### config.mk
export PLATFORM = sky130hd
export DESIGN_NAME = ntbrt_top
export DESIGN_NICKNAME = d
export VERILOG_FILES = /design/src/ntbrt_pkg.sv /design/src/ntbrt_top.sv
export VERILOG_INCLUDE_DIRS = /design/src
export SDC_FILE = /design/constraint.sdc
export NUM_CORES = 2
export LEC_CHECK = 0
export ABC_AREA = 1
export BUFFER_PORTS_ARGS = -buffer_cell sky130_fd_sc_hd__buf_2
export CAP_MARGIN = 20
export CORE_MARGIN = 3
export CORE_UTILIZATION = 30
export DETAILED_ROUTE_END_ITERATION = 8
export PLACE_DENSITY_LB_ADDON = 0.05
export SLEW_MARGIN = 10
export SYNTH_ARGS = -nofsm -noshare
export SYNTH_HDL_FRONTEND = slang
export SYNTH_SLANG_ARGS = --single-unit
### constraint.sdc
create_clock -name clock -period 59.5 [get_ports clock]
set_input_delay 8.925 -clock clock [delete_from_list [all_inputs] [get_ports clock]]
set_output_delay 8.925 -clock clock [all_outputs]
set_load 0.01 [all_outputs]
### src/ntbrt_consts.svh
// Purpose: offsets, field positions and masks of the routing block
// Assumes: 12-bit byte address on the configuration port
// Notes:   definitions only, included by the top alone
`ifndef NTBRT_CONSTS_SVH
`define NTBRT_CONSTS_SVH

// documented configuration words
`define NTBRT_OFS_CMD    12'h004
`define NTBRT_OFS_BUS    12'h018
`define NTBRT_OFS_MEM    12'h020
`define NTBRT_OFS_PF     12'h024
// window and lookup pages selected by upper address bits, own window and status words
`define NTBRT_PG_SETUP   8'h10
`define NTBRT_PG_XLAT    8'h11
`define NTBRT_PG_WBASE   8'h12
`define NTBRT_OFS_SWBAR  12'h130
`define NTBRT_OFS_STAT   12'h134
`define NTBRT_PG_LUT     5'h04

// command word bits
`define NTBRT_CMD_IO     0
`define NTBRT_CMD_MEM    1
`define NTBRT_CMD_BME    2
// window size config fields
`define NTBRT_SETUP_PF   3
`define NTBRT_SETUP_TYPE 2:1
`define NTBRT_TYPE_64    2'b10
`define NTBRT_SIZE_MASK  32'hFFF0_0000
// base/limit granule of the bridge windows
`define NTBRT_BL_LOW     20'h0_0000
`define NTBRT_BL_HIGH    20'hF_FFFF
// switch own window: 256 KB, bit 0 enables it
`define NTBRT_SWBAR_MASK 32'hFFFC_0000
`define NTBRT_SWBAR_EN   0
// lookup entry: enable bit, bus/device in [15:3]
`define NTBRT_LUT_EN     31
`define NTBRT_LUT_N      32
`define NTBRT_WIN_N      4

`endif

### src/ntbrt_pkg.sv
// Purpose: packet kinds and routing outcomes of the routing block
// Assumes: nothing beyond SystemVerilog enums
// Notes:   outcome codes are left to the tool
package ntbrt_pkg;

   // packet classes seen by the router
   typedef enum logic [1:0] {
      NTBRT_KIND_MEM,
      NTBRT_KIND_IO,
      NTBRT_KIND_CPL,
      NTBRT_KIND_CFG
   } ntbrt_kind_t;

   // where a packet goes
   typedef enum logic [2:0] {
      NTBRT_TO_UP,
      NTBRT_TO_DOWN,
      NTBRT_TO_SELF,
      NTBRT_TO_CROSS,
      NTBRT_TO_UR,
      NTBRT_TO_UNEXP
   } ntbrt_dest_t;

endpackage

### src/ntbrt_top.sv
// Purpose: routing, address and requester id translation of a
//          domain isolating port
// Assumes: packet header fields arrive pre-parsed on the clock
// Notes:   one decision per accepted header, one cycle latency
`timescale 1ns/1ns
`include "ntbrt_consts.svh"

// Behaviour
// - address within base/limit goes downstream
// - bus within secondary..subordinate goes downstream
// - memory hitting own window claimed by switch
// - bus equal to internal bridge bus claimed
// - everything else goes upstream
// - windows two-five at port cross domains
// - 64-bit window joins pair two-three/four-five
// - endpoint device number equals port number
// - internal bus number taken from bus word
// - each window owns its translation value
// - requester id is bus, device, low
// - requester without enabled entry is blocked
// - outgoing packets carry lookup entry index
// - setup value splits base from offset
// - base bits replaced, offset bits kept
// - either domain may be 32 or 64 bit
// - setup bits 31:20 set claim 1 MB
// - 32-entry table, miss or disabled gives UR
// - index replaces device, port bus replaces bus
// - completion restored by index, else unexpected
// - setup bit 3 prefetch, bits 2:1 width
module ntbrt_top #(
   parameter logic [4:0] PORT_NUM = 5'h00
) (
   input  wire logic                  clock,
   input  wire logic                  rst,
   input  wire logic                  ce,
   input  wire logic                  cfgWe,
   input  wire logic                  cfgRe,
   input  wire logic [11:0]           cfgAddr,
   input  wire logic [31:0]           cfgWdata,
   output logic      [31:0]           cfgRdata,
   input  wire logic                  tlpValid,
   output logic                       tlpReady,
   input  wire ntbrt_pkg::ntbrt_kind_t tlpKind,
   input  wire logic                  tlpAtPort,
   input  wire logic [63:0]           tlpAddr,
   input  wire logic [7:0]            tlpBus,
   input  wire logic [15:0]           tlpReqId,
   output logic                       outValid,
   input  wire logic                  outReady,
   output ntbrt_pkg::ntbrt_dest_t     outDest,
   output logic      [63:0]           outAddr,
   output logic                       outIs64,
   output logic      [15:0]           outReqId,
   output logic      [15:0]           outCplId,
   output logic      [4:0]            outIdx
);
   import ntbrt_pkg::*;

   localparam int WN = `NTBRT_WIN_N;  // windows two through five
   localparam int LN = `NTBRT_LUT_N;  // lookup entries per direction

   logic [31:0] cmd_q;           // command word
   logic [31:0] bus_q;           // primary/secondary/subordinate
   logic [31:0] mem_q;           // memory base/limit
   logic [31:0] pf_q;            // prefetchable base/limit
   logic [31:0] swBar_q;         // switch own window base
   logic [31:0] setup_q [WN];    // window size config
   logic [31:0] xlat_q  [WN];    // window translation value
   logic [31:0] wbase_q [WN];    // window base as enumerated
   logic [12:0] lutRid_q [LN];   // stored bus and device
   logic [LN-1:0] lutEn_q;       // entry enables
   logic [7:0]  stat_q;          // last index and outcome
   logic [31:0] rd_d;            // read mux

   logic        take;            // header accepted this cycle
   logic [7:0]  priBus, secBus, subBus;

   assign priBus = bus_q[7:0];
   assign secBus = bus_q[15:8];   // internal virtual bus
   assign subBus = bus_q[23:16];

   // handshake: one stage, refill while draining
   assign tlpReady = !outValid || outReady;
   assign take     = ce && tlpValid && tlpReady;

   // configuration writes; tables are expected quiet when changed
   always_ff @(posedge clock or posedge rst) begin
      if (rst) begin
         cmd_q   <= '0;
         bus_q   <= '0;
         mem_q   <= '0;
         pf_q    <= '0;
         swBar_q <= '0;
         lutEn_q <= '0;
         for (int i = 0; i < WN; i++) begin
            setup_q[i] <= '0;
            xlat_q[i]  <= '0;
            wbase_q[i] <= '0;
         end
         for (int i = 0; i < LN; i++) begin
            lutRid_q[i] <= '0;
         end
      end else if (ce && cfgWe) begin
         case (cfgAddr)
            `NTBRT_OFS_CMD:   cmd_q   <= cfgWdata;
            `NTBRT_OFS_BUS:   bus_q   <= cfgWdata;
            `NTBRT_OFS_MEM:   mem_q   <= cfgWdata;
            `NTBRT_OFS_PF:    pf_q    <= cfgWdata;
            `NTBRT_OFS_SWBAR: swBar_q <= cfgWdata;
            default: ;
         endcase
         // bit 0 is forced low on the lower half of a pair; the upper half keeps every bit
         if (cfgAddr[11:4] == `NTBRT_PG_SETUP) begin
            setup_q[cfgAddr[3:2]] <= cfgAddr[2] ?
               cfgWdata : (cfgWdata & ~32'h0000_0001);
         end
         if (cfgAddr[11:4] == `NTBRT_PG_XLAT) begin
            xlat_q[cfgAddr[3:2]] <= cfgWdata;
         end
         if (cfgAddr[11:4] == `NTBRT_PG_WBASE) begin
            wbase_q[cfgAddr[3:2]] <= cfgWdata;
         end
         if (cfgAddr[11:7] == `NTBRT_PG_LUT) begin
            lutRid_q[cfgAddr[6:2]] <= cfgWdata[15:3];
            lutEn_q[cfgAddr[6:2]]  <= cfgWdata[`NTBRT_LUT_EN];
         end
      end
   end

   // read mux; unmapped addresses read zero
   always_comb begin
      rd_d = '0;
      case (cfgAddr)
         `NTBRT_OFS_CMD:   rd_d = cmd_q;
         `NTBRT_OFS_BUS:   rd_d = bus_q;
         `NTBRT_OFS_MEM:   rd_d = mem_q;
         `NTBRT_OFS_PF:    rd_d = pf_q;
         `NTBRT_OFS_SWBAR: rd_d = swBar_q;
         `NTBRT_OFS_STAT:  rd_d = {24'h00_0000, stat_q};
         default: ;
      endcase
      if (cfgAddr[11:4] == `NTBRT_PG_SETUP) begin
         rd_d = setup_q[cfgAddr[3:2]];
      end
      if (cfgAddr[11:4] == `NTBRT_PG_XLAT) begin
         rd_d = xlat_q[cfgAddr[3:2]];
      end
      if (cfgAddr[11:4] == `NTBRT_PG_WBASE) begin
         rd_d = wbase_q[cfgAddr[3:2]];
      end
      if (cfgAddr[11:7] == `NTBRT_PG_LUT) begin
         rd_d = {lutEn_q[cfgAddr[6:2]], 15'h0000,
                 lutRid_q[cfgAddr[6:2]], 3'h0};
      end
   end

   // read data registered, valid the cycle after cfgRe
   always_ff @(posedge clock or posedge rst) begin
      if (rst) begin
         cfgRdata <= '0;
      end else if (ce && cfgRe) begin
         cfgRdata <= rd_d;
      end
   end

   // per-window hit and direct translation
   logic [WN-1:0] winHit;
   logic [63:0]   winOut [WN];
   for (genvar w = 0; w < WN; w++) begin : gWin
      localparam int U = (w % 2 == 0) ? w + 1 : w;  // upper partner
      localparam int L = (w % 2 == 1) ? w - 1 : w;  // lower partner
      logic        pair, upperHalf, en;
      logic [31:0] mLo, mHi, bHi;
      // 64-bit only when the lower half says so
      assign pair = (w % 2 == 0) &&
         (setup_q[w][`NTBRT_SETUP_TYPE] == `NTBRT_TYPE_64);
      assign upperHalf = (w % 2 == 1) &&
         (setup_q[L][`NTBRT_SETUP_TYPE] == `NTBRT_TYPE_64);
      // size bits form the base mask
      assign mLo = setup_q[w] & `NTBRT_SIZE_MASK;
      assign mHi = pair ? setup_q[U] : 32'hFFFF_FFFF;
      assign bHi = pair ? wbase_q[U] : 32'h0000_0000;
      assign en  = (|mLo) && !upperHalf;
      assign winHit[w] = en &&
         (((tlpAddr[31:0] ^ wbase_q[w]) & mLo) == 32'h0000_0000) &&
         (((tlpAddr[63:32] ^ bHi) & mHi) == 32'h0000_0000);
      // base swapped under mask, offset kept
      assign winOut[w][31:0] = (tlpAddr[31:0] & ~mLo) |
                               (xlat_q[w] & mLo);
      // 32-bit window lands low, a pair may land high
      assign winOut[w][63:32] = pair ?
         ((tlpAddr[63:32] & ~mHi) | (xlat_q[U] & mHi)) : 32'h0000_0000;
   end

   logic        winAny;      // some window claims the address
   logic [63:0] selAddr;     // translated address of first hit
   logic        lutHit;      // requester found in table
   logic [4:0]  lutIdx;      // its entry index
   logic        lutOk;       // found and enabled

   // lowest window wins; lowest matching entry wins
   always_comb begin
      winAny  = 1'b0;
      selAddr = '0;
      for (int w = 0; w < WN; w++) begin
         if (winHit[w] && !winAny) begin
            winAny  = 1'b1;
            selAddr = winOut[w];
         end
      end
      lutHit = 1'b0;
      lutIdx = '0;
      // function bits take no part in the match
      for (int i = 0; i < LN; i++) begin
         if (!lutHit && lutRid_q[i] == tlpReqId[15:3]) begin
            lutHit = 1'b1;
            lutIdx = 5'(i);
         end
      end
      lutOk = lutHit && lutEn_q[lutIdx];
   end

   // bridge window and bus compares for normal routing
   logic inMem, inPf, swHit, busSelf, busDown, addrDown;
   assign inMem = (tlpAddr[63:32] == 32'h0000_0000) &&
      (tlpAddr[31:0] >= {mem_q[15:4], `NTBRT_BL_LOW}) &&
      (tlpAddr[31:0] <= {mem_q[31:20], `NTBRT_BL_HIGH});
   assign inPf = (tlpAddr[63:32] == 32'h0000_0000) &&
      (tlpAddr[31:0] >= {pf_q[15:4], `NTBRT_BL_LOW}) &&
      (tlpAddr[31:0] <= {pf_q[31:20], `NTBRT_BL_HIGH});
   assign swHit = swBar_q[`NTBRT_SWBAR_EN] && cmd_q[`NTBRT_CMD_MEM] &&
      (tlpAddr[63:32] == 32'h0000_0000) &&
      (((tlpAddr[31:0] ^ swBar_q) & `NTBRT_SWBAR_MASK) == 32'h0);
   assign busSelf = (tlpBus == priBus) || (tlpBus == secBus);
   assign busDown = (tlpBus >= secBus) && (tlpBus <= subBus);
   // io shares the memory window; command bits gate forwarding
   assign addrDown = (tlpKind == NTBRT_KIND_MEM) ?
      (cmd_q[`NTBRT_CMD_MEM] && (inMem || inPf)) :
      ((tlpKind == NTBRT_KIND_IO) && cmd_q[`NTBRT_CMD_IO] && inMem);

   ntbrt_dest_t dDest;
   logic [63:0] dAddr;
   logic [15:0] dRid, dCpl;
   logic [4:0]  dIdx;

   // routing decision for the header on the input
   always_comb begin
      dDest = NTBRT_TO_UP;
      dAddr = tlpAddr;
      dRid  = tlpReqId;
      dCpl  = '0;
      dIdx  = '0;
      if (tlpAtPort) begin
         dDest = NTBRT_TO_UR;
         if (tlpKind == NTBRT_KIND_MEM) begin
            // crossing needs a window and a registered requester
            if (winAny && cmd_q[`NTBRT_CMD_BME] && lutOk) begin
               dDest = NTBRT_TO_CROSS;
               dAddr = selAddr;
               dRid  = {secBus, lutIdx, tlpReqId[2:0]};
               dIdx  = lutIdx;
            end
         end else if (tlpKind == NTBRT_KIND_CPL) begin
            dIdx = tlpReqId[7:3];
            if (lutEn_q[dIdx]) begin
               dDest = NTBRT_TO_CROSS;
               dRid  = {lutRid_q[dIdx], tlpReqId[2:0]};
               dCpl  = {secBus, PORT_NUM, 3'h0};
            end else begin
               dDest = NTBRT_TO_UNEXP;
            end
         end
      end else if (tlpKind == NTBRT_KIND_CPL ||
                   tlpKind == NTBRT_KIND_CFG) begin
         // exact bus match beats the downstream range
         if (busSelf) begin
            dDest = NTBRT_TO_SELF;
         end else if (busDown) begin
            dDest = NTBRT_TO_DOWN;
         end
      end else if (tlpKind == NTBRT_KIND_MEM && swHit) begin
         dDest = NTBRT_TO_SELF;
      end else if (addrDown) begin
         dDest = NTBRT_TO_DOWN;
      end
   end

   // output stage holds until drained
   always_ff @(posedge clock or posedge rst) begin
      if (rst) begin
         outValid <= 1'b0;
         outDest  <= NTBRT_TO_UP;
         outAddr  <= '0;
         outIs64  <= 1'b0;
         outReqId <= '0;
         outCplId <= '0;
         outIdx   <= '0;
      end else if (ce) begin
         if (take) begin
            outValid <= 1'b1;
            outDest  <= dDest;
            outAddr  <= dAddr;
            outIs64  <= |dAddr[63:32];
            outReqId <= dRid;
            outCplId <= dCpl;
            outIdx   <= dIdx;
         end else if (outReady) begin
            outValid <= 1'b0;
         end
      end
   end

   // last outcome, readable for debug of blocked requesters
   always_ff @(posedge clock or posedge rst) begin
      if (rst) begin
         stat_q <= '0;
      end else if (take) begin
         stat_q <= {dIdx, dDest};
      end
   end
endmodule

==> results.py <==
metrics = {
    "run_status": {
        "status": "complete, no violations",
    },
    "power_and_ir_drop": {
        "power_uw": 1950,
        "cellPowerDensity_nw_per_um2": 26.3,
        "cellLeakagePower_uw": 0.0309,
        "ir_drop_mv": 0.0303,
    },
    "clocking": {
        "cts_tree": "done",
        "holdBufCountCts": 0,
        "cts_buffer_depth": 3,
        "clk_pin_slew_worst_paths_ns": 0.06,
        "cts.htree.levels": 4,
        "clk_latency_ns": 0.83,
        "postCtsResizedCells": 0,
        "cts-root-buf": "clkbuf_16",
        "cts_buffers": 146,
        "cts.sink_count": 1130,
        "cts_setup_buffers": 0,
    },
    "floorplanning": {
        "core_area_sq_um": 213000,
        "start_util_pct": 30.3,
        "die-area_sq_um": 221000,
        "die_y_microns": 471,
        "die_w_microns": 471,
        "rows": 169,
        "boundaryPins": 281,
    },
    "placement": {
        "port-buffer-count": 272,
        "hpwl_microns": 252000,
        "place.gp.congestion": 0.947,
        "place_area_sq_um": 68900,
    },
    "synth": {
        "synth_compound_area_share_pct": 24.8,
        "synth-simple-area-share_pct": 19.8,
        "async_flop_share_pct": 100,
        "netlist_instances": 8516,
        "synth.mux.area_fraction_pct": 0,
        "synth.avg_cell_area_sq_um": 7.60,
        "synth_top_family_by_area": "compound AO/OA/AOI/OAI gates",
        "netlist_area_sq_um": 64700,
        "synth-edff-count": 0,
        "synth_cell_types": 66,
        "ys_ff_latch": 1130,
        "ys_warn_count": 0,
        "synth-main-ff-cell": "dfrtp_1",
        "synth_xor_area_share_pct": 2.84,
        "ys_seq_area_share_pct": 43.7,
        "synth-adder-area-share_pct": 1.24,
    },
    "setup_path": {
        "r2r-start": "lutRid_q[391]",
        "critPathBufInv": 3,
        "critical_path.top_delay_family": "buffers and inverters",
        "crit_path_end_kind": "output port",
        "crit_top_cell": "buf_2",
        "timing.rr.end": "outIs64",
        "path_depth": 4,
        "cp_max_fo": 2,
        "cp-start-kind": "input pin",
        "critPathSlowestCell": "buf_2",
        "cp.required_ns": 50.58,
        "max_stage_delay_ns": 0.14,
        "path_cells": "buf_2, inv_1, nand2_1, buf_2",
        "crit_type": "input pin to output port",
        "r2r_slack_ns": 52.72,
        "arrival_ns": 9.26,
        "r2r_cells": 40,
    },
    "sta": {
        "worstMarginPinSlew_ns": 1.23,
        "fin_worst_skew_ns": 0.0482,
        "slew_headroom_pct": 18.3,
        "rsz0062_at_grt": "no",
        "hold_violations": 0,
        "fmax_ghz": 0.0550,
        "finalCriticalPeriod_ns": 18.19,
        "setup_tns_ns": 0,
        "min_period_over_period_pct": 30.6,
        "setup-violations-final": 0,
        "slew_violations": 0,
    },
    "global_route": {
        "track_usage_pct": 31.8,
        "antenna_found_initial": 28,
        "grt_max_degree": 108,
        "grt-ovfl-total": 0,
        "grt_pass1_wl_microns": 506000,
        "grt_pass1_vias": 61961,
    },
    "job": {
        "drv_cap": 0,
    },
    "hold_path": {
        "min_from": "setup_q[32]",
        "min_path_cells": 2,
        "hold_class": "flop to flop",
        "hold_end": "setup_q[32]",
    },
    "finish": {
        "final_area_sq_um": 74100,
        "layout_common_cells": "2,080 x nand2_1, 1,577 x o21ai_0, 1,130 x dfrtp_1",
        "layout_commonest_cell": "nand2_1",
        "syn_to_final_growth_pct": 14.5,
        "fill_cells": 22680,
        "drive_gt1_share_pct": 9.85,
        "nets": 8722,
    },
    "detailed_routing": {
        "drt_wl_total_microns": 362000,
        "viasPerCell": 5.79,
        "wire_per_inst_microns": 31.6,
        "drc_errors": 0,
        "drt_pass1_iterations": 8,
        "ant_nets": 0,
        "vias": 66365,
        "drt_iter0_markers": 8183,
    },
}
[tightest hold or removal path, delay by kind of cell, from the launching register on]
kind                   cells  cell delay [ns]
and+or+nand+nor            1             0.05
buffers and inverters      1             0.04
DFF                        1             0.34
[cells in the mapped netlist (all sizes together) (15+ instances only)]
| library cell | count | share of area (%) |
|---|---|---|
| ha | 64 | 1.2 |
| xnor2 | 137 | 1.9 |
| dfrtp | 1130 | 44 |
| nor4 | 57 | 0.55 |
| a22o | 18 | 0.24 |
| o31ai | 15 | 0.17 |
| o22ai | 228 | 2.2 |
| nand4 | 125 | 1.3 |
| a21oi | 329 | 2.6 |
| a221oi | 98 | 1.3 |
| o2111ai | 37 | 0.50 |
| o211ai | 132 | 1.5 |
| a2111oi | 39 | 0.53 |
| nand3 | 360 | 2.8 |
| or2 | 19 | 0.18 |
| buf | 107 | 0.91 |
| nor2 | 354 | 2.1 |
| nand2 | 2109 | 12 |
| o21ai | 1580 | 12 |
| o21a | 20 | 0.23 |
| a22oi | 105 | 1.2 |
| xor2 | 73 | 0.99 |
| nor3 | 58 | 0.47 |
| o311ai | 18 | 0.24 |
| inv | 610 | 3.5 |
| clkbuf | 524 | 3.0 |
| o221ai | 49 | 0.66 |
| a211oi | 16 | 0.19 |
[worst max path at each step]
stage / endpoint / from
after floorplan: bus_q[0] / rst
after global placement: tlpReady / outReady
after detailed placement: tlpReady / outReady
after CTS: tlpReady / outReady
after global routing: tlpReady / outReady
final: tlpReady / outReady
[registers in the layout (all words and copies together), names as in the netlist, 48 cells and up]
register / cells
setup_q: 80
lutRid_q: 416
outAddr: 64
xlat_q: 128
wbase_q: 128
gWin.mLo: 48
[layer usage]
layer	up-vias	track usage, %	routed length [microns]
met4	16	14.0	18000
met1	33246	43.4	156000
met2	3080	49.5	162000
met5	-	0	140
met3	615	5.17	25700
li1	29408	-	-
[per-stage QoR]
step	util [%]	hold slack [ns]	std cells	setup WS, ns
floorplan	-	0.437	8523	18.75
global placement	32.3	0.453	11174	41.30
detailed placement	32.3	0.454	11177	41.31
CTS	34.6	0.469	11440	41.31
global route	34.7	0.487	11454	41.29
finish	34.7	0.470	11466	41.31
[report_power, final]
group	total (uW)	internal, uW	switching (uW)	leakage [uW]
clock	936	547	389	0.00244
combinational	212	50.5	162	0.0129
sequential	799	785	14.2	0.0156
[cells by family after synthesis]
family | Yosys count
adders and majority gates | 64
xor gates and xnor gates | 210
buffers and inverters | 1254
and+or+nand+nor | 3096
AOI/OAI and AO/OA | 2761
other | 1
DFF | 1130
[final cells by class]
class / count / area (sq um) / share of cell area (%)
Multi-Input combinational cell: 6139 / 31900 / 43.0
Sequential cell: 1130 / 28300 / 38.1
Clock buffer: 206 / 4290 / 5.78
Tap cell: 2821 / 3530 / 4.76
Timing Repair Buffer: 476 / 3110 / 4.19
Inverter: 623 / 2370 / 3.19
Clock inverter: 57 / 653 / 0.881
Antenna cell: 14 / 35.0 / 0.0473
(Power assumes the default switching activity.)
